--- config.mk ---
export PLATFORM = sky130hd
export DESIGN_NAME = standby_seq_ctrl
export DESIGN_NICKNAME = d
export VERILOG_FILES = /design/src/standby_seq_pkg.sv /design/src/seq_if.sv /design/src/seq_engine.sv /design/src/standby_seq_ctrl.sv
export VERILOG_INCLUDE_DIRS = /design/src
export SDC_FILE = /design/constraint.sdc
export NUM_CORES = 1
export LEC_CHECK = 0
export CORE_AREA = 2 2 139 141
export CTS_CLUSTER_DIAMETER = 50
export DETAILED_ROUTE_END_ITERATION = 8
export DIE_AREA = 0 0 141 143
export DONT_BUFFER_PORTS = 1
export PLACE_DENSITY = 0.46
export SYNTH_ARGS = -nofsm -noshare
export SYNTH_HDL_FRONTEND = slang
export SYNTH_SLANG_ARGS = --single-unit
--- constraint.sdc ---
create_clock -name aclk -period 5.14 [get_ports aclk]
set_input_delay 0 -clock aclk [delete_from_list [all_inputs] [get_ports aclk]]
set_output_delay 0 -clock aclk [all_outputs]
set_load 0.02 [all_outputs]
--- src/standby_seq_map.svh ---
// register offsets, field positions, reset values and counts of the standby sequencer
`ifndef STANDBY_SEQ_MAP_SVH
`define STANDBY_SEQ_MAP_SVH

`define SSQ_OFF_CTRL 8'h00
`define SSQ_OFF_PROG 8'h04
`define SSQ_OFF_GEN 8'h08
`define SSQ_OFF_MODE 8'h0C
`define SSQ_OFF_MASK 8'h10
`define SSQ_OFF_STAT 8'h14
`define SSQ_OFF_ISTAT 8'h18
`define SSQ_OFF_ICLR 8'h1C
`define SSQ_OFF_IEN 8'h20

`define SSQ_CTRL_START 0
`define SSQ_CTRL_TSEL_LO 1
`define SSQ_CTRL_TSEL_HI 2
`define SSQ_CTRL_WAKE 3
`define SSQ_CTRL_FSTOP 4
`define SSQ_CTRL_RST 5'h00

`define SSQ_PROG_STEPS_RST 8'h04
`define SSQ_PROG_BASE_RST 16'h0000
`define SSQ_MASK_RST 1'b1

`define SSQ_IRQ_DONE 0
`define SSQ_IRQ_FSTOP 1
`define SSQ_IRQ_REFUSED 2
`define SSQ_IRQ_BLOCKED 3
`define SSQ_IRQ_W 4

`define SSQ_RESTRICT_BASE 16'hF000
`define SSQ_RESP_OKAY 2'b00
`define SSQ_RESP_SLVERR 2'b10

`endif

--- src/standby_seq_pkg.sv ---
// types shared by the standby sequencer modules
package standby_seq_pkg;
	typedef enum logic [1:0] {PM_RUN = 2'b00, PM_HALT = 2'b01, PM_STOP = 2'b10,
		PM_SNOOZE = 2'b11} pmode_t;
	typedef enum logic [1:0] {SQ_STOPPED = 2'b00, SQ_WAIT = 2'b01, SQ_RUN = 2'b10}
		seq_state_t;
	typedef enum logic [1:0] {CS_HIGH = 2'b00, CS_MID = 2'b01, CS_LOW = 2'b10,
		CS_SUB = 2'b11} clk_src_t;
	typedef enum logic [1:0] {TS_NONE = 2'b00, TS_SERIAL = 2'b01, TS_UART = 2'b10,
		TS_ADC = 2'b11} trig_sel_t;
endpackage

--- src/seq_if.sv ---
// link between the power controller and the sequencer engine
`timescale 1ns/1ps
`default_nettype none
interface seq_if;
	logic start_en;
	logic force_stop;
	logic wake_cmd;
	logic run_ok;
	logic trig;
	logic [7:0] steps;
	standby_seq_pkg::seq_state_t state;
	logic done;
	logic done_irq;
	logic mem_req;
	logic [7:0] mem_idx;
	modport eng(input start_en, force_stop, wake_cmd, run_ok, trig, steps,
		output state, done, done_irq, mem_req, mem_idx);
	modport ctl(output start_en, force_stop, wake_cmd, run_ok, trig, steps,
		input state, done, done_irq, mem_req, mem_idx);
endinterface
`default_nettype wire

--- src/seq_engine.sv ---
// sequencer engine: waits for a trigger, runs a round of steps, ends
`timescale 1ns/1ps
`default_nettype none
module seq_engine (
	input wire logic aclk,
	input wire logic aresetn,
	seq_if.eng sif
);
	standby_seq_pkg::seq_state_t state_ff;
	logic [7:0] step_ff;
	logic done_ff;
	logic done_irq_ff;
	logic last_step;

	// a zero step count still runs one step
	assign last_step = ({1'b0, step_ff} + 9'h001) >= {1'b0, sif.steps};

	// round control; forced stop beats everything
	always_ff @(posedge aclk) begin
		if (!aresetn) begin
			state_ff <= standby_seq_pkg::SQ_STOPPED;
		end else if (sif.force_stop) begin
			state_ff <= standby_seq_pkg::SQ_STOPPED;
		end else begin
			case (state_ff)
				standby_seq_pkg::SQ_STOPPED: begin
					if (sif.start_en) state_ff <= standby_seq_pkg::SQ_WAIT;
				end
				standby_seq_pkg::SQ_WAIT: begin
					if (!sif.start_en) state_ff <= standby_seq_pkg::SQ_STOPPED;
					else if (sif.trig) state_ff <= standby_seq_pkg::SQ_RUN;
				end
				standby_seq_pkg::SQ_RUN: begin
					if (sif.run_ok && last_step) state_ff <= standby_seq_pkg::SQ_WAIT;
				end
				default: state_ff <= standby_seq_pkg::SQ_STOPPED;
			endcase
		end
	end

	// step counter only moves while the power mode lets it
	always_ff @(posedge aclk) begin
		if (!aresetn || state_ff != standby_seq_pkg::SQ_RUN) begin
			step_ff <= 8'h00;
		end else if (sif.run_ok && !last_step) begin
			step_ff <= step_ff + 8'h01;
		end
	end

	// end-of-round pulses
	always_ff @(posedge aclk) begin
		if (!aresetn) begin
			done_ff <= 1'b0;
			done_irq_ff <= 1'b0;
		end else begin
			done_ff <= state_ff == standby_seq_pkg::SQ_RUN && sif.run_ok && last_step
				&& !sif.force_stop;
			done_irq_ff <= state_ff == standby_seq_pkg::SQ_RUN && sif.run_ok && last_step
				&& !sif.force_stop && sif.wake_cmd;
		end
	end

	assign sif.state = state_ff;
	assign sif.done = done_ff;
	assign sif.done_irq = done_irq_ff;
	assign sif.mem_req = state_ff == standby_seq_pkg::SQ_RUN && sif.run_ok;
	assign sif.mem_idx = step_ff;
endmodule
`default_nettype wire

--- src/standby_seq_ctrl.sv ---
// standby sequencer power-mode controller with register slave
`include "standby_seq_map.svh"
`timescale 1ns/1ps
`default_nettype none
module standby_seq_ctrl #(
	parameter int AW = 16,
	parameter logic [15:0] RESTRICT_BASE = `SSQ_RESTRICT_BASE
) (
	input wire logic aclk,
	input wire logic aresetn,
	input wire logic [7:0] s_axi_awaddr,
	input wire logic [2:0] s_axi_awprot,
	input wire logic s_axi_awvalid,
	output logic s_axi_awready,
	input wire logic [31:0] s_axi_wdata,
	input wire logic [3:0] s_axi_wstrb,
	input wire logic s_axi_wvalid,
	output logic s_axi_wready,
	output logic [1:0] s_axi_bresp,
	output logic s_axi_bvalid,
	input wire logic s_axi_bready,
	input wire logic [7:0] s_axi_araddr,
	input wire logic [2:0] s_axi_arprot,
	input wire logic s_axi_arvalid,
	output logic s_axi_arready,
	output logic [31:0] s_axi_rdata,
	output logic [1:0] s_axi_rresp,
	output logic s_axi_rvalid,
	input wire logic s_axi_rready,
	input wire logic cpu_halt_req,
	input wire logic cpu_stop_req,
	input wire logic wake_req,
	input wire logic [1:0] clk_src,
	input wire logic trig_serial,
	input wire logic trig_uart,
	input wire logic trig_adc,
	output logic seq_mem_req,
	output logic [15:0] seq_mem_addr,
	output logic seq_mem_grant,
	output logic [1:0] power_mode,
	output logic cpu_clk_en,
	output logic seq_end_interrupt,
	output logic irq
);
	seq_if sif();

	standby_seq_pkg::pmode_t pm_ff;
	logic [4:0] ctrl_ff;
	logic [7:0] steps_ff;
	logic [15:0] base_ff;
	logic [31:0] gen_ff;
	logic rtc_low_power_select_ff;
	logic seq_end_irq_mask_ff;
	logic [`SSQ_IRQ_W-1:0] istat_ff;
	logic [`SSQ_IRQ_W-1:0] ien_ff;
	logic bvalid_ff;
	logic [1:0] bresp_ff;
	logic rvalid_ff;
	logic [31:0] rdata_ff;
	logic [1:0] rresp_ff;
	logic seq_end_ff;
	logic wr_go;
	logic rd_go;
	logic force_stop_wr;
	logic snooze_ok;
	logic sub_low_power;
	logic wake_unmasked;
	logic mem_blocked;
	logic refused;
	logic [`SSQ_IRQ_W-1:0] iclr;
	logic [`SSQ_IRQ_W-1:0] iset;

	seq_engine u_engine (
		.aclk(aclk),
		.aresetn(aresetn),
		.sif(sif)
	);

	// write takes address and data together; one response outstanding at most
	assign wr_go = s_axi_awvalid && s_axi_wvalid && !bvalid_ff;
	assign rd_go = s_axi_arvalid && !rvalid_ff;
	assign s_axi_awready = wr_go;
	assign s_axi_wready = wr_go;
	assign s_axi_arready = rd_go;
	assign s_axi_bvalid = bvalid_ff;
	assign s_axi_bresp = bresp_ff;
	assign s_axi_rvalid = rvalid_ff;
	assign s_axi_rdata = rdata_ff;
	assign s_axi_rresp = rresp_ff;

	// mode conditions
	assign snooze_ok = clk_src == standby_seq_pkg::CS_HIGH || clk_src == standby_seq_pkg::CS_MID;
	assign sub_low_power = clk_src == standby_seq_pkg::CS_SUB && rtc_low_power_select_ff;
	assign wake_unmasked = sif.done_irq && !seq_end_irq_mask_ff;
	assign force_stop_wr = wr_go && s_axi_awaddr == `SSQ_OFF_CTRL && s_axi_wstrb[0]
		&& s_axi_wdata[`SSQ_CTRL_FSTOP];

	// engine steering
	assign sif.start_en = ctrl_ff[`SSQ_CTRL_START];
	assign sif.wake_cmd = ctrl_ff[`SSQ_CTRL_WAKE];
	assign sif.force_stop = force_stop_wr;
	assign sif.steps = steps_ff;
	assign sif.run_ok = pm_ff == standby_seq_pkg::PM_RUN || pm_ff == standby_seq_pkg::PM_SNOOZE
		|| (pm_ff == standby_seq_pkg::PM_HALT && !sub_low_power);
	// trigger select picks one peripheral event; accepted in any power mode
	always_comb begin
		case (ctrl_ff[`SSQ_CTRL_TSEL_HI:`SSQ_CTRL_TSEL_LO])
			standby_seq_pkg::TS_SERIAL: sif.trig = trig_serial;
			standby_seq_pkg::TS_UART: sif.trig = trig_uart;
			standby_seq_pkg::TS_ADC: sif.trig = trig_adc;
			default: sif.trig = 1'b0;
		endcase
	end

	// memory port; restricted region refused while snoozing
	assign seq_mem_req = sif.mem_req;
	assign seq_mem_addr = base_ff + {8'h00, sif.mem_idx};
	assign mem_blocked = sif.mem_req && pm_ff == standby_seq_pkg::PM_SNOOZE
		&& seq_mem_addr >= RESTRICT_BASE;
	assign seq_mem_grant = sif.mem_req && !mem_blocked;

	// a busy round in STOP with a wrong clock cannot snooze
	assign refused = pm_ff == standby_seq_pkg::PM_STOP && sif.state == standby_seq_pkg::SQ_RUN
		&& !snooze_ok;

	// power mode sequencing
	always_ff @(posedge aclk) begin
		if (!aresetn) begin
			pm_ff <= standby_seq_pkg::PM_RUN;
		end else begin
			case (pm_ff)
				standby_seq_pkg::PM_RUN: begin
					if (cpu_stop_req) pm_ff <= standby_seq_pkg::PM_STOP;
					else if (cpu_halt_req) pm_ff <= standby_seq_pkg::PM_HALT;
				end
				standby_seq_pkg::PM_HALT: begin
					if (wake_req || wake_unmasked) pm_ff <= standby_seq_pkg::PM_RUN;
				end
				standby_seq_pkg::PM_STOP: begin
					if (wake_req) pm_ff <= standby_seq_pkg::PM_RUN;
					else if (sif.state == standby_seq_pkg::SQ_RUN && snooze_ok)
						pm_ff <= standby_seq_pkg::PM_SNOOZE;
				end
				standby_seq_pkg::PM_SNOOZE: begin
					if (wake_req || wake_unmasked) pm_ff <= standby_seq_pkg::PM_RUN;
					else if (sif.done || force_stop_wr)
						pm_ff <= standby_seq_pkg::PM_STOP;
				end
				default: pm_ff <= standby_seq_pkg::PM_RUN;
			endcase
		end
	end

	assign power_mode = pm_ff;
	assign cpu_clk_en = pm_ff == standby_seq_pkg::PM_RUN;

	// end interrupt to the interrupt controller, one cycle per wake-up round
	always_ff @(posedge aclk) begin
		if (!aresetn) seq_end_ff <= 1'b0;
		else seq_end_ff <= sif.done_irq;
	end
	assign seq_end_interrupt = seq_end_ff;

	// control register; forced stop wipes it, other registers untouched except its ISTAT flag
	always_ff @(posedge aclk) begin
		if (!aresetn || force_stop_wr) begin
			ctrl_ff <= `SSQ_CTRL_RST;
		end else if (wr_go && s_axi_awaddr == `SSQ_OFF_CTRL && s_axi_wstrb[0]) begin
			ctrl_ff <= {1'b0, s_axi_wdata[3:0]};
		end
	end

	// program, general, mode, mask and interrupt-enable registers
	always_ff @(posedge aclk) begin
		if (!aresetn) begin
			steps_ff <= `SSQ_PROG_STEPS_RST;
			base_ff <= `SSQ_PROG_BASE_RST;
			gen_ff <= 32'h0000_0000;
			rtc_low_power_select_ff <= 1'b0;
			seq_end_irq_mask_ff <= `SSQ_MASK_RST;
			ien_ff <= '0;
		end else if (wr_go) begin
			case (s_axi_awaddr)
				`SSQ_OFF_PROG: begin
					if (s_axi_wstrb[0]) steps_ff <= s_axi_wdata[7:0];
					if (s_axi_wstrb[2]) base_ff[7:0] <= s_axi_wdata[23:16];
					if (s_axi_wstrb[3]) base_ff[15:8] <= s_axi_wdata[31:24];
				end
				`SSQ_OFF_GEN: begin
					for (int i = 0; i < 4; i++) begin
						if (s_axi_wstrb[i]) gen_ff[i*8 +: 8] <= s_axi_wdata[i*8 +: 8];
					end
				end
				`SSQ_OFF_MODE: begin
					if (s_axi_wstrb[0]) rtc_low_power_select_ff <= s_axi_wdata[0];
				end
				`SSQ_OFF_MASK: begin
					if (s_axi_wstrb[0]) seq_end_irq_mask_ff <= s_axi_wdata[0];
				end
				`SSQ_OFF_IEN: begin
					if (s_axi_wstrb[0]) ien_ff <= s_axi_wdata[`SSQ_IRQ_W-1:0];
				end
				default: begin
				end
			endcase
		end
	end

	// sticky event flags; a set in the clearing cycle survives
	assign iclr = (wr_go && s_axi_awaddr == `SSQ_OFF_ICLR && s_axi_wstrb[0])
		? s_axi_wdata[`SSQ_IRQ_W-1:0] : '0;
	assign iset = {mem_blocked, refused, force_stop_wr, sif.done};
	always_ff @(posedge aclk) begin
		if (!aresetn) istat_ff <= '0;
		else istat_ff <= (istat_ff & ~iclr) | iset;
	end
	assign irq = |(istat_ff & ien_ff);

	// write response; unmapped offsets answer with an error
	always_ff @(posedge aclk) begin
		if (!aresetn) begin
			bvalid_ff <= 1'b0;
			bresp_ff <= `SSQ_RESP_OKAY;
		end else if (wr_go) begin
			bvalid_ff <= 1'b1;
			case (s_axi_awaddr)
				`SSQ_OFF_CTRL, `SSQ_OFF_PROG, `SSQ_OFF_GEN, `SSQ_OFF_MODE, `SSQ_OFF_MASK,
				`SSQ_OFF_STAT, `SSQ_OFF_ISTAT, `SSQ_OFF_ICLR, `SSQ_OFF_IEN:
					bresp_ff <= `SSQ_RESP_OKAY;
				default: bresp_ff <= `SSQ_RESP_SLVERR;
			endcase
		end else if (s_axi_bready) begin
			bvalid_ff <= 1'b0;
		end
	end

	// read data; write-only and reserved bits read zero
	always_ff @(posedge aclk) begin
		if (!aresetn) begin
			rvalid_ff <= 1'b0;
			rdata_ff <= 32'h0000_0000;
			rresp_ff <= `SSQ_RESP_OKAY;
		end else if (rd_go) begin
			rvalid_ff <= 1'b1;
			rresp_ff <= `SSQ_RESP_OKAY;
			case (s_axi_araddr)
				`SSQ_OFF_CTRL: rdata_ff <= {28'h0000000, ctrl_ff[3:0]};
				`SSQ_OFF_PROG: rdata_ff <= {base_ff, 8'h00, steps_ff};
				`SSQ_OFF_GEN: rdata_ff <= gen_ff;
				`SSQ_OFF_MODE: rdata_ff <= {31'h00000000, rtc_low_power_select_ff};
				`SSQ_OFF_MASK: rdata_ff <= {31'h00000000, seq_end_irq_mask_ff};
				`SSQ_OFF_STAT: rdata_ff <= {26'h0000000, clk_src, sif.state, pm_ff};
				`SSQ_OFF_ISTAT: rdata_ff <= {28'h0000000, istat_ff};
				`SSQ_OFF_ICLR: rdata_ff <= 32'h0000_0000;
				`SSQ_OFF_IEN: rdata_ff <= {28'h0000000, ien_ff};
				default: begin
					rdata_ff <= 32'h0000_0000;
					rresp_ff <= `SSQ_RESP_SLVERR;
				end
			endcase
		end else if (s_axi_rready) begin
			rvalid_ff <= 1'b0;
		end
	end
endmodule
`default_nettype wire

=== Yosys cells after proc, flatten, opt, wreduce, memory -nomap -nowiden ===
Cells that the tools add are included.

* Muxes and demuxes: 22
* Equal/unequal tests: 34
* $lt $le $gt $ge: 2
* Bitwise logic cells: 5
* $add $sub $neg: 3
* Reduce and logical (&&, ||, !) cells: 62

{| class="wikitable"
|+ Operators with widths
! kind !! number
|-
| 32-bit case mux with 8 select lines || 1
|-
| 8-bit by 5-bit == test with 1-bit output, second input constant || 8
|-
| 3-bit AND reduction || 11
|-
| 8-bit by 4-bit == test with 1-bit output, second input constant || 4
|-
| 2-bit two-way mux || 13
|-
| 1-bit logical AND || 23
|-
| 9-bit OR reduction || 2
|-
| 16-bit by 8-bit adder with 16-bit output || 1
|-
| 8-bit by 3-bit == test with 1-bit output, second input constant || 2
|-
| 8-bit by 6-bit == test with 1-bit output, second input constant || 2
|-
| 16-bit greater-or-equal comparator, second input constant || 1
|-
| 8-bit zero test || 2
|-
| 2-bit == test, second input constant || 6
|-
| 8-bit by 1-bit adder with 9-bit output, second input constant || 1
|-
| 9-bit by 8-bit greater-or-equal comparator with 1-bit output || 1
|-
| 1-bit zero test || 9
|-
| 8-bit by 1-bit adder with 8-bit output, second input constant || 1
|-
| 4-bit bitwise AND || 2
|-
| 2-bit by 1-bit == test with 1-bit output, second input constant || 4
|-
| 2-bit case mux with 4 select lines || 1
|-
| 1-bit logical OR || 7
|-
| 2-bit zero test || 3
|-
| 3-bit != test, second input constant || 2
|-
| 2-bit case mux with 3 select lines || 1
|-
| other kinds (14) || 20
|}

* Output and inout bits: 64
* Logic and storage cells: 151
* Bits in registers: 123

=== Depth between registers and ports, before layout ===
Gate-level depths: netlist of the first run.

* Word-level depth: 10
* Mapped depth: 13

=== Cells and area by module ===
Synthesis of the first run repeated with hierarchy kept, for this count alone.

* Cells, all modules: 740
* Area total of the unflattened synthesis: 6,298.5 um^2

{| class="wikitable"
|+ By module, submodules not included
! module !! cells an instance !! seq. area each (um^2) !! instances !! area an instance (um^2)
|-
| standby_seq_ctrl || 634 || 2,182.1 || 1 || 5,424.0
|-
| seq_engine || 106 || 240.2 || 1 || 874.6
|}

=== Least setup slack after synthesis of the first run ===
OpenSTA, ideal clock, no wires.

* Path type: register -> register
* Start point: register u_engine.step_ff[0] (netlist: u_engine.sif.mem_idx[0])
* End point: register u_engine.step_ff[1] (netlist: u_engine.sif.mem_idx[1])
* Period minus slack after synthesis: 2,607 ps
* Buffers on the path: 2
* Library setup time: 121 ps
* Arrival time: 2,486 ps
* Cell stages (with the launch flop): 14
* Required time: 5,019 ps
* Path slack: 2,533 ps
* Cells stage by stage: dfxtp_1 ha_1 and3_1 buf_6 and2_2 xnor2_1 ha_1 nand2_1 o21ai_0 or3_4 a21oi_4 buf_6 mux2i_1 nor2_1

* Word-level cells in the longest chain between the ends: 4
* Elaborated cells between the ends (all ways): 5

{| class="wikitable"
|+ RTL lines
! what !! line !! text
|-
| start, declared || seq_engine.sv:10 || <nowiki>logic [7:0] step_ff;</nowiki>
|-
| start signal, assigned || seq_engine.sv:46 || <nowiki>step_ff <= step_ff + 8'h01;</nowiki>
|-
| 8-bit by 1-bit adder with 9-bit output || seq_engine.sv:16 || <nowiki>assign last_step = ({1'b0, step_ff} + 9'h001) >= {1'b0, sif.steps};</nowiki>
|-
| 9-bit by 8-bit greater-or-equal comparator with 1-bit output || seq_engine.sv:16 ||
|-
| 1-bit zero test || seq_engine.sv:45 || <nowiki>end else if (sif.run_ok && !last_step) begin</nowiki>
|-
| 1-bit logical AND || seq_engine.sv:45 ||
|}

Several ways; a longest one is shown, not always the timed one.
A chain may end at the register's enable or synchronous reset.

=== Final worst setup path of the first run ===
* Start point: register bvalid_ff (netlist: s_axi_bvalid)
* End point: register gen_ff[26]

* Word-level cells in the longest chain between the ends: 3

{| class="wikitable"
|+ RTL lines
! what !! line !! text
|-
| start, declared || standby_seq_ctrl.sv:56 || <nowiki>logic bvalid_ff;</nowiki>
|-
| start signal, assigned || standby_seq_ctrl.sv:222 || <nowiki>bvalid_ff <= 1'b0;</nowiki>
|-
| start signal, assigned || standby_seq_ctrl.sv:225 || <nowiki>bvalid_ff <= 1'b1;</nowiki>
|-
| start signal, assigned || standby_seq_ctrl.sv:233 || <nowiki>bvalid_ff <= 1'b0;</nowiki>
|-
| 1-bit zero test || standby_seq_ctrl.sv:80 || <nowiki>assign wr_go = s_axi_awvalid && s_axi_wvalid && !bvalid_ff;</nowiki>
|-
| 1-bit logical AND || standby_seq_ctrl.sv:80 ||
|-
| via s_axi_awready || standby_seq_ctrl.sv:14 || <nowiki>output logic s_axi_awready,</nowiki>
|-
| 3-bit AND reduction (no line) || -- ||
|-
| end signal, assigned by index || standby_seq_ctrl.sv:191 || <nowiki>if (s_axi_wstrb[i]) gen_ff[i*8 +: 8] <= s_axi_wdata[i*8 +: 8];</nowiki>
|-
| end, declared || standby_seq_ctrl.sv:51 || <nowiki>logic [31:0] gen_ff;</nowiki>
|}

The timed path passes the listed nets, and every way through them passes these cells.

==> results.ini, run 1 <==
[run_status]
status = complete, no violations

[global_routing]
grt_max_degree = 83
grt_pass1_vias = 5640
grt_usage_pct = 19.41
overflow = 0
grt_antenna_before_repair = 0
grt_pass1_wl_um = 30350

[min_path]
hp-start = s_axi_araddr[5]
whs_endpoint = s_axi_rdata[0]
hold_path.class = input pin to flop
hold_depth = 3

[setup_path]
timing.rr.end = gen_ff[26]
critPathLaunch = s_axi_bvalid
r2r_cells = 8
cp_slowest_stage_delay_ns = 0.59
cp-end-kind = flop
critPathKind = flop to flop
cp_max_fo = 8
crit_required_ns = 5.50
worst_setup_path_start_kind = flop
rrSetupSlack_ns = 1.58
crit_chain = and3b_1, nand2_1, nor3_2, and2_1, nand2_1, dlygate4sd3_1, a21oi_1, dlygate4sd3_1
critPathSlowestCell = and3b_1
r2r_start = s_axi_bvalid
arrival_ns = 3.92

[logic_synthesis]
netlist_area_sq_um = 5866
synth-edff-count = 0
synth_compound_area_share_pct = 18.26
netlist.area_leader.share_pct = 41.30
yosysUniqueCellTypes = 62
synth_top_family_by_area = simple AND/OR/NAND/NOR gates
synthMuxAreaShare_pct = 3.946
syn_area_per_cell_sq_um = 8.147
seq_area_frac_synth_pct = 41.30
yosysTopAreaCell = dfxtp_1
yosys-top-cells-area = dfxtp_1 41%, nand2_1 8.5%, a21oi_1 6.7%
synth_adder_area_share_pct = 4.821
yosys_warnings = 0
synth_common_cells = 133 x nand2_1, 121 x dfxtp_1, 78 x a21oi_1
ys.flop_type = dfxtp_1
synth_xor_xnor_area_share_pct = 2.986
syn_inst = 720
synthMostInstantiatedCell = nand2_1
synth-simple-area-share_pct = 24.10
synth_seq_cells = 121
async_flop_share_pct = 0

[power_and_ir_drop]
total_power_mw = 2.456
leakagePower_nw = 2.762
power.density_nw_per_um2 = 324.2
peakVddDrop_mv = 0.2098

[cts]
cts_tree = built
cts_resized = 0
cts_made_buffers = 17
h-tree-depth = 4
clkTransAtPathRegs_ns = 0.05
cts_buffer_depth = 2
cts_sinks = 121
clk_latency_ns = 0.42
postCtsSetupRepairBufs = 0
clockRootBuffer = clkbuf_16

[place]
port_buffers = 0
post_dp_cell_area_sq_um = 6021
dp.cells = 922
place.gp.congestion = 0.8937
dp_hpwl_um = 13270

[die]
io_pins = 137
core_sq_um = 18580
die_w_um = 141
rows = 50
initial_core_util_pct = 31.57
die-area_sq_um = 20160
fp.dieH_um = 143

[timing]
max_freq_mhz = 281.2
min_period_over_period_pct = 69.19
report.final.slew_viol_count = 0
period_needed_ns = 3.556
worst_pin_slew_ns = 0.8730
fin_setup_tns_ns = 0
relSlewSlack_pct = 41.27
clock_skew_ns = 0.005182
rsz0062_at_grt = no
hold_violations = 0
setup_viol = 0

[detailed_routing]
post_drt_wl_per_cell_um = 18.50
drc = 0
routed_wl_um = 19440
avgViaCountPerCell = 5.348
drtPass1Iterations = 6
vias = 5621
postRouteAntennaNets = 0
drtIter0Drc = 467

[final_layout]
final_core_util_pct = 40.76
final_cells = 1051
final_area_sq_um = 7574
n_antenna_cell = 0
nNetsFinal = 900
syn2layout_area_growth_pct = 29.12
drive_gt1_share_pct = 5.753

[job]
cap_violations = 0

[per-stage QoR]
| step | setup slack, ns | hold WS (ns) |
|---|---|---|
| 3_5_place_dp | 2.055 | 0.07592 |
| 3_3_place_gp | 2.123 | 0.07407 |
| 2_1_floorplan | 2.533 | 0.1251 |
| 5_1_grt | 1.376 | 0.03617 |
| 6_report | 1.584 | 0.02132 |
| 4_1_cts | 1.595 | 0.0002937 |
[layout by cell type (no fill, tap or decap), drive strengths merged, types with 5 or more instances in the layout]
master | netlist | final
a22oi | 9 | 9
a221oi | 21 | 21
mux2i | 22 | 22
and3 | 6 | 6
nand4 | 5 | 5
nor4 | 5 | 5
nor2 | 63 | 63
o21ai | 16 | 16
inv | 23 | 23
dfxtp | 121 | 121
nand2 | 133 | 133
and2 | 14 | 14
nand3 | 21 | 21
clkinv | 0 | 6
dlygate4sd3 | 0 | 98
ha | 21 | 21
buf | 15 | 5
nand2b | 11 | 11
a21oi | 79 | 79
xnor2 | 17 | 17
o22ai | 5 | 5
nor3 | 31 | 31
clkbuf | 23 | 22
a21o | 9 | 9
[logic make-up (layout without fill, tap and decap cells)]
kind of cell | after synthesis | after routing
compound gates | 168 | 168
xor+xnor | 20 | 20
fa+ha+maj | 22 | 22
buf+inv | 61 | 157
flops | 121 | 121
mux | 23 | 23
other cells | 1 | 2
simple gates | 304 | 304
[metal layers]
| metal | global-route usage, % | vias to the layer above | routed length, um |
|---|---|---|---|
| met1 | 24.67 | 2687 | 8609 |
| met4 | 7.474 | 0 | 455 |
| li1 | - | 2703 | - |
| met2 | 31.42 | 202 | 9000 |
| met3 | 5.399 | 29 | 1376 |
| met5 | 0 | - | 0 |
[registers in the layout, summed over array words and instances (netlist names), 2 cells and up]
name and count:
istat_ff 4, ien_ff 4, sif.steps 8, s_axi_rdata 32, u_engine.sif.mem_idx 8, u_engine.sif.state 2, base_ff 16, power_mode 2
ctrl_ff 4, gen_ff 32
[worst max-delay path: cells and delay by family (launching register included)]
kind / cells / cell delay [ns]
AOI/OAI and AO/OA: 1 / 0.14
buffers and inverters: 2 / 1.13
DFF: 1 / 0.38
and+or+nand+nor: 5 / 1.83
[where the power goes]
| group | leakage (nW) | internal (mW) | total (mW) | switching, mW |
|---|---|---|---|---|
| Sequential | 0.980 | 0.961 | 1.01 | 0.0518 |
| Clock | 0.285 | 0.743 | 1.16 | 0.419 |
| Combinational | 1.50 | 0.116 | 0.281 | 0.166 |
[layout make-up]
class / instances / area, sq um
clock buffers: 22 / 474.2
clock inverters: 9 / 97.59
fillers: 1824 / 11010
inverters: 23 / 86.33
multi-input cells: 539 / 3182
flip-flops and latches: 121 / 2422
well taps: 234 / 292.8
repair buffers: 103 / 1018
[timing repair]
action	in CTS	in global routing
hold buffers	98	0
hold endpoints to repair	94	0
endpoints found under the setup margin	0	0
[worst max path at each step]
stage | endpoint | depth (start not counted)
6_report | gen_ff[26] | 8
5_1_grt | gen_ff[9] | 8
4_1_cts | gen_ff[26] | 8
3_5_place_dp | istat_ff[3] | 9
3_3_place_gp | istat_ff[3] | 9
2_1_floorplan | u_engine.sif.mem_idx[1] | 13
Note: power is estimated with default switching activity, not from simulation.
==> run 2, diff against run 1 <==
ABC_AREA = 1   (was not set)
CORE_AREA = 2 2 144 146   (was 2 2 139 141)
DIE_AREA = 0 0 146 148   (was 0 0 141 143)
PLACE_DENSITY = 0.48   (was 0.46)
clock period = 2.9 ns   (was 5.14 ns; I/O delays follow)
==> results.ini, run 2 <==
[run_status]
status = complete, no violations

[global_routing]
grt_pass1_wl_um = 29840
grt_antenna_before_repair = 0
grt_max_degree = 74
overflow = 0
grt_pass1_vias = 5565
grt_usage_pct = 17.62

[cts]
cts_made_buffers = 17
h-tree-depth = 4
clkTransAtPathRegs_ns = 0.06
clk_latency_ns = 0.42
cts_sinks = 121
cts_tree = built
cts_buffer_depth = 2
clockRootBuffer = clkbuf_16

[power_and_ir_drop]
pwr-share-comb_pct = 9.6
sequentialPowerShare_pct = 38.3
power_frac_clock_pct = 52.1
power.density_nw_per_um2 = 585.5
peakVddDrop_mv = 0.3745
switchingPower_mw = 1.127
total_power_mw = 4.569
p_int_mw = 3.442
sw_frac_of_total_pct = 24.67
leakagePower_nw = 3.131

[final_layout]
nNetsFinal = 1036
layout_common_cells = 174 x nand2_1, 138 x inv_1, 119 x dfxtp_1
final_common_cell = nand2_1
syn2layout_area_growth_pct = 24.37
n_antenna_cell = 0
n_fill_cell = 2182
drive_gt1_share_pct = 9.434

[logic_synthesis]
synth_common_cells = 174 x nand2_1, 138 x inv_1, 121 x dfxtp_1
netlist_area_sq_um = 6275
yosys-top-cells-area = dfxtp_1 39%, nand2_1 10%, a21oi_1 9.3%
async_flop_share_pct = 0
yosysTopAreaCell = dfxtp_1
yosys_warnings = 0
seq_area_frac_synth_pct = 38.60
ys.flop_type = dfxtp_1
synth-edff-count = 0
synthMostInstantiatedCell = nand2_1
synth_seq_cells = 121
syn_area_per_cell_sq_um = 7.090
yosysUniqueCellTypes = 40
netlist.area_leader.share_pct = 38.60
syn_inst = 885

[timing]
clock_skew_ns = 0.01213
max_freq_mhz = 367.9
setup_viol = 0
rsz0062_at_grt = no
worst_pin_slew_ns = 0.7245
period_needed_ns = 2.718
relSlewSlack_pct = 51.19
report.final.slew_viol_count = 0
min_period_over_period_pct = 93.73
hold_violations = 0
fin_setup_tns_ns = 0

[setup_path]
cp_max_fo = 7
critPathKind = flop to flop
worst_setup_path_start_kind = flop
critPathLaunch = s_axi_bvalid
crit_required_ns = 3.26
cp-end-kind = flop
arrival_ns = 3.08
r2r_start = s_axi_bvalid

[die]
fp.dieH_um = 148
rows = 52
die-area_sq_um = 21610
io_pins = 137
die_w_um = 146
core_sq_um = 20040
initial_core_util_pct = 31.31

[job]
cap_violations = 0

[min_path]
hp-start = s_axi_wstrb[0]
hold_path.class = input pin to flop

[detailed_routing]
drc = 0
vias = 5681
avgViaCountPerCell = 4.641
routed_wl_um = 18660
drtPass1Iterations = 4
drtIter0Drc = 236
post_drt_wl_per_cell_um = 15.24
postRouteAntennaNets = 0

[place]
dp_hpwl_um = 13350
place.gp.congestion = 0.8137
port_buffers = 0

run 2: changes by cell type in the layout (fill, tap and decap cells not counted), sizes merged, moves of 22 or more:
cell	change
o21ai	+77
inv	+120
mux2i	-22
nand2	+47
a21oi	+37
o22ai	+22
dlygate4sd3	-38
run 2: timing repair:
item                                   CTS  global route
hold buffers                            61             0
resized for setup                        0             3
endpoints found under the hold margin   91             0
buffers inserted                         0             0
setup endpoints to repair                0             2
run 2: cells by family (layout without fill, tap and decap cells):
| family | after synthesis | after routing | synth area share [%] |
|---|---|---|---|
| flops | 121 | 121 | 38.60 |
| simple gates | 311 | 311 | 21.70 |
| other cells | 1 | 2 | 0.05976 |
| fa+ha+maj | 22 | 22 | 4.506 |
| xor+xnor | 14 | 14 | 1.954 |
| compound gates | 242 | 242 | 22.09 |
| buf+inv | 174 | 242 | 11.09 |
run 2: layout make-up:
| type | instances | area, sq um | area share (%) |
|---|---|---|---|
| multi-input combinational | 591 | 3173 | 40.66 |
| sequential | 121 | 2425 | 31.07 |
| timing repair buffer | 65 | 658.1 | 8.434 |
| inverter | 145 | 546.8 | 7.007 |
| clock buffer | 21 | 470.5 | 6.029 |
| tap | 270 | 337.8 | 4.329 |
| clock inverter | 11 | 192.7 | 2.469 |
run 2: power groups by stage:
stage | Clock, mW | Combinational, mW | Sequential, mW
5_1_grt | 2.51 | 0.497 | 1.75
3_3_place_gp | 0 | 0.343 | 1.78
4_1_cts | 2.43 | 0.445 | 1.75
6_report | 2.38 | 0.441 | 1.75
3_5_place_dp | 0 | 0.348 | 1.78
2_1_floorplan | 0 | 0.295 | 1.77
run 2: final timing paths:
kind	slack (ns)	depth (start not counted)	to
setup / recovery	0.18	7	ctrl_ff[1]
hold / removal	0.01	3	rtc_low_power_select_ff
setup reg to reg	0.18	7	ctrl_ff[1]
hold reg to reg	0.43	2	seq_end_interrupt
run 2: metal layers:
layer	part of all wire, %	track usage (%)
met1	48	22.62
met2	47	29.46
met3	4.6	4.660
met4	0.90	4.660
met5	0	0
run 2: stage by stage:
stage | instances | worst slack, ns | hold slack, ns | utilization [%] | cell area (sq um)
2_1_floorplan | 886 | 0.7888 | 0.1304 | - | 6279
3_3_place_gp | 1131 | 0.3906 | 0.1188 | 32.46 | 6505
3_5_place_dp | 1131 | 0.3703 | 0.1188 | 32.46 | 6505
4_1_cts | 1224 | 0.1223 | 0.002248 | 38.90 | 7796
5_1_grt | 1224 | 0.003777 | 0.03565 | 38.94 | 7804
6_report | 1224 | 0.1818 | 0.01335 | 38.94 | 7804
run 2: worst max-delay path: stages (launching register included):
cell,delay (ns)
dfxtp_1,0.41
nor2_4,0.34
nand2_2,0.23
nor3_4,0.32
nand2_1,0.07
dlygate4sd3_1,0.56
a21oi_1,0.15
dlygate4sd3_1,0.57
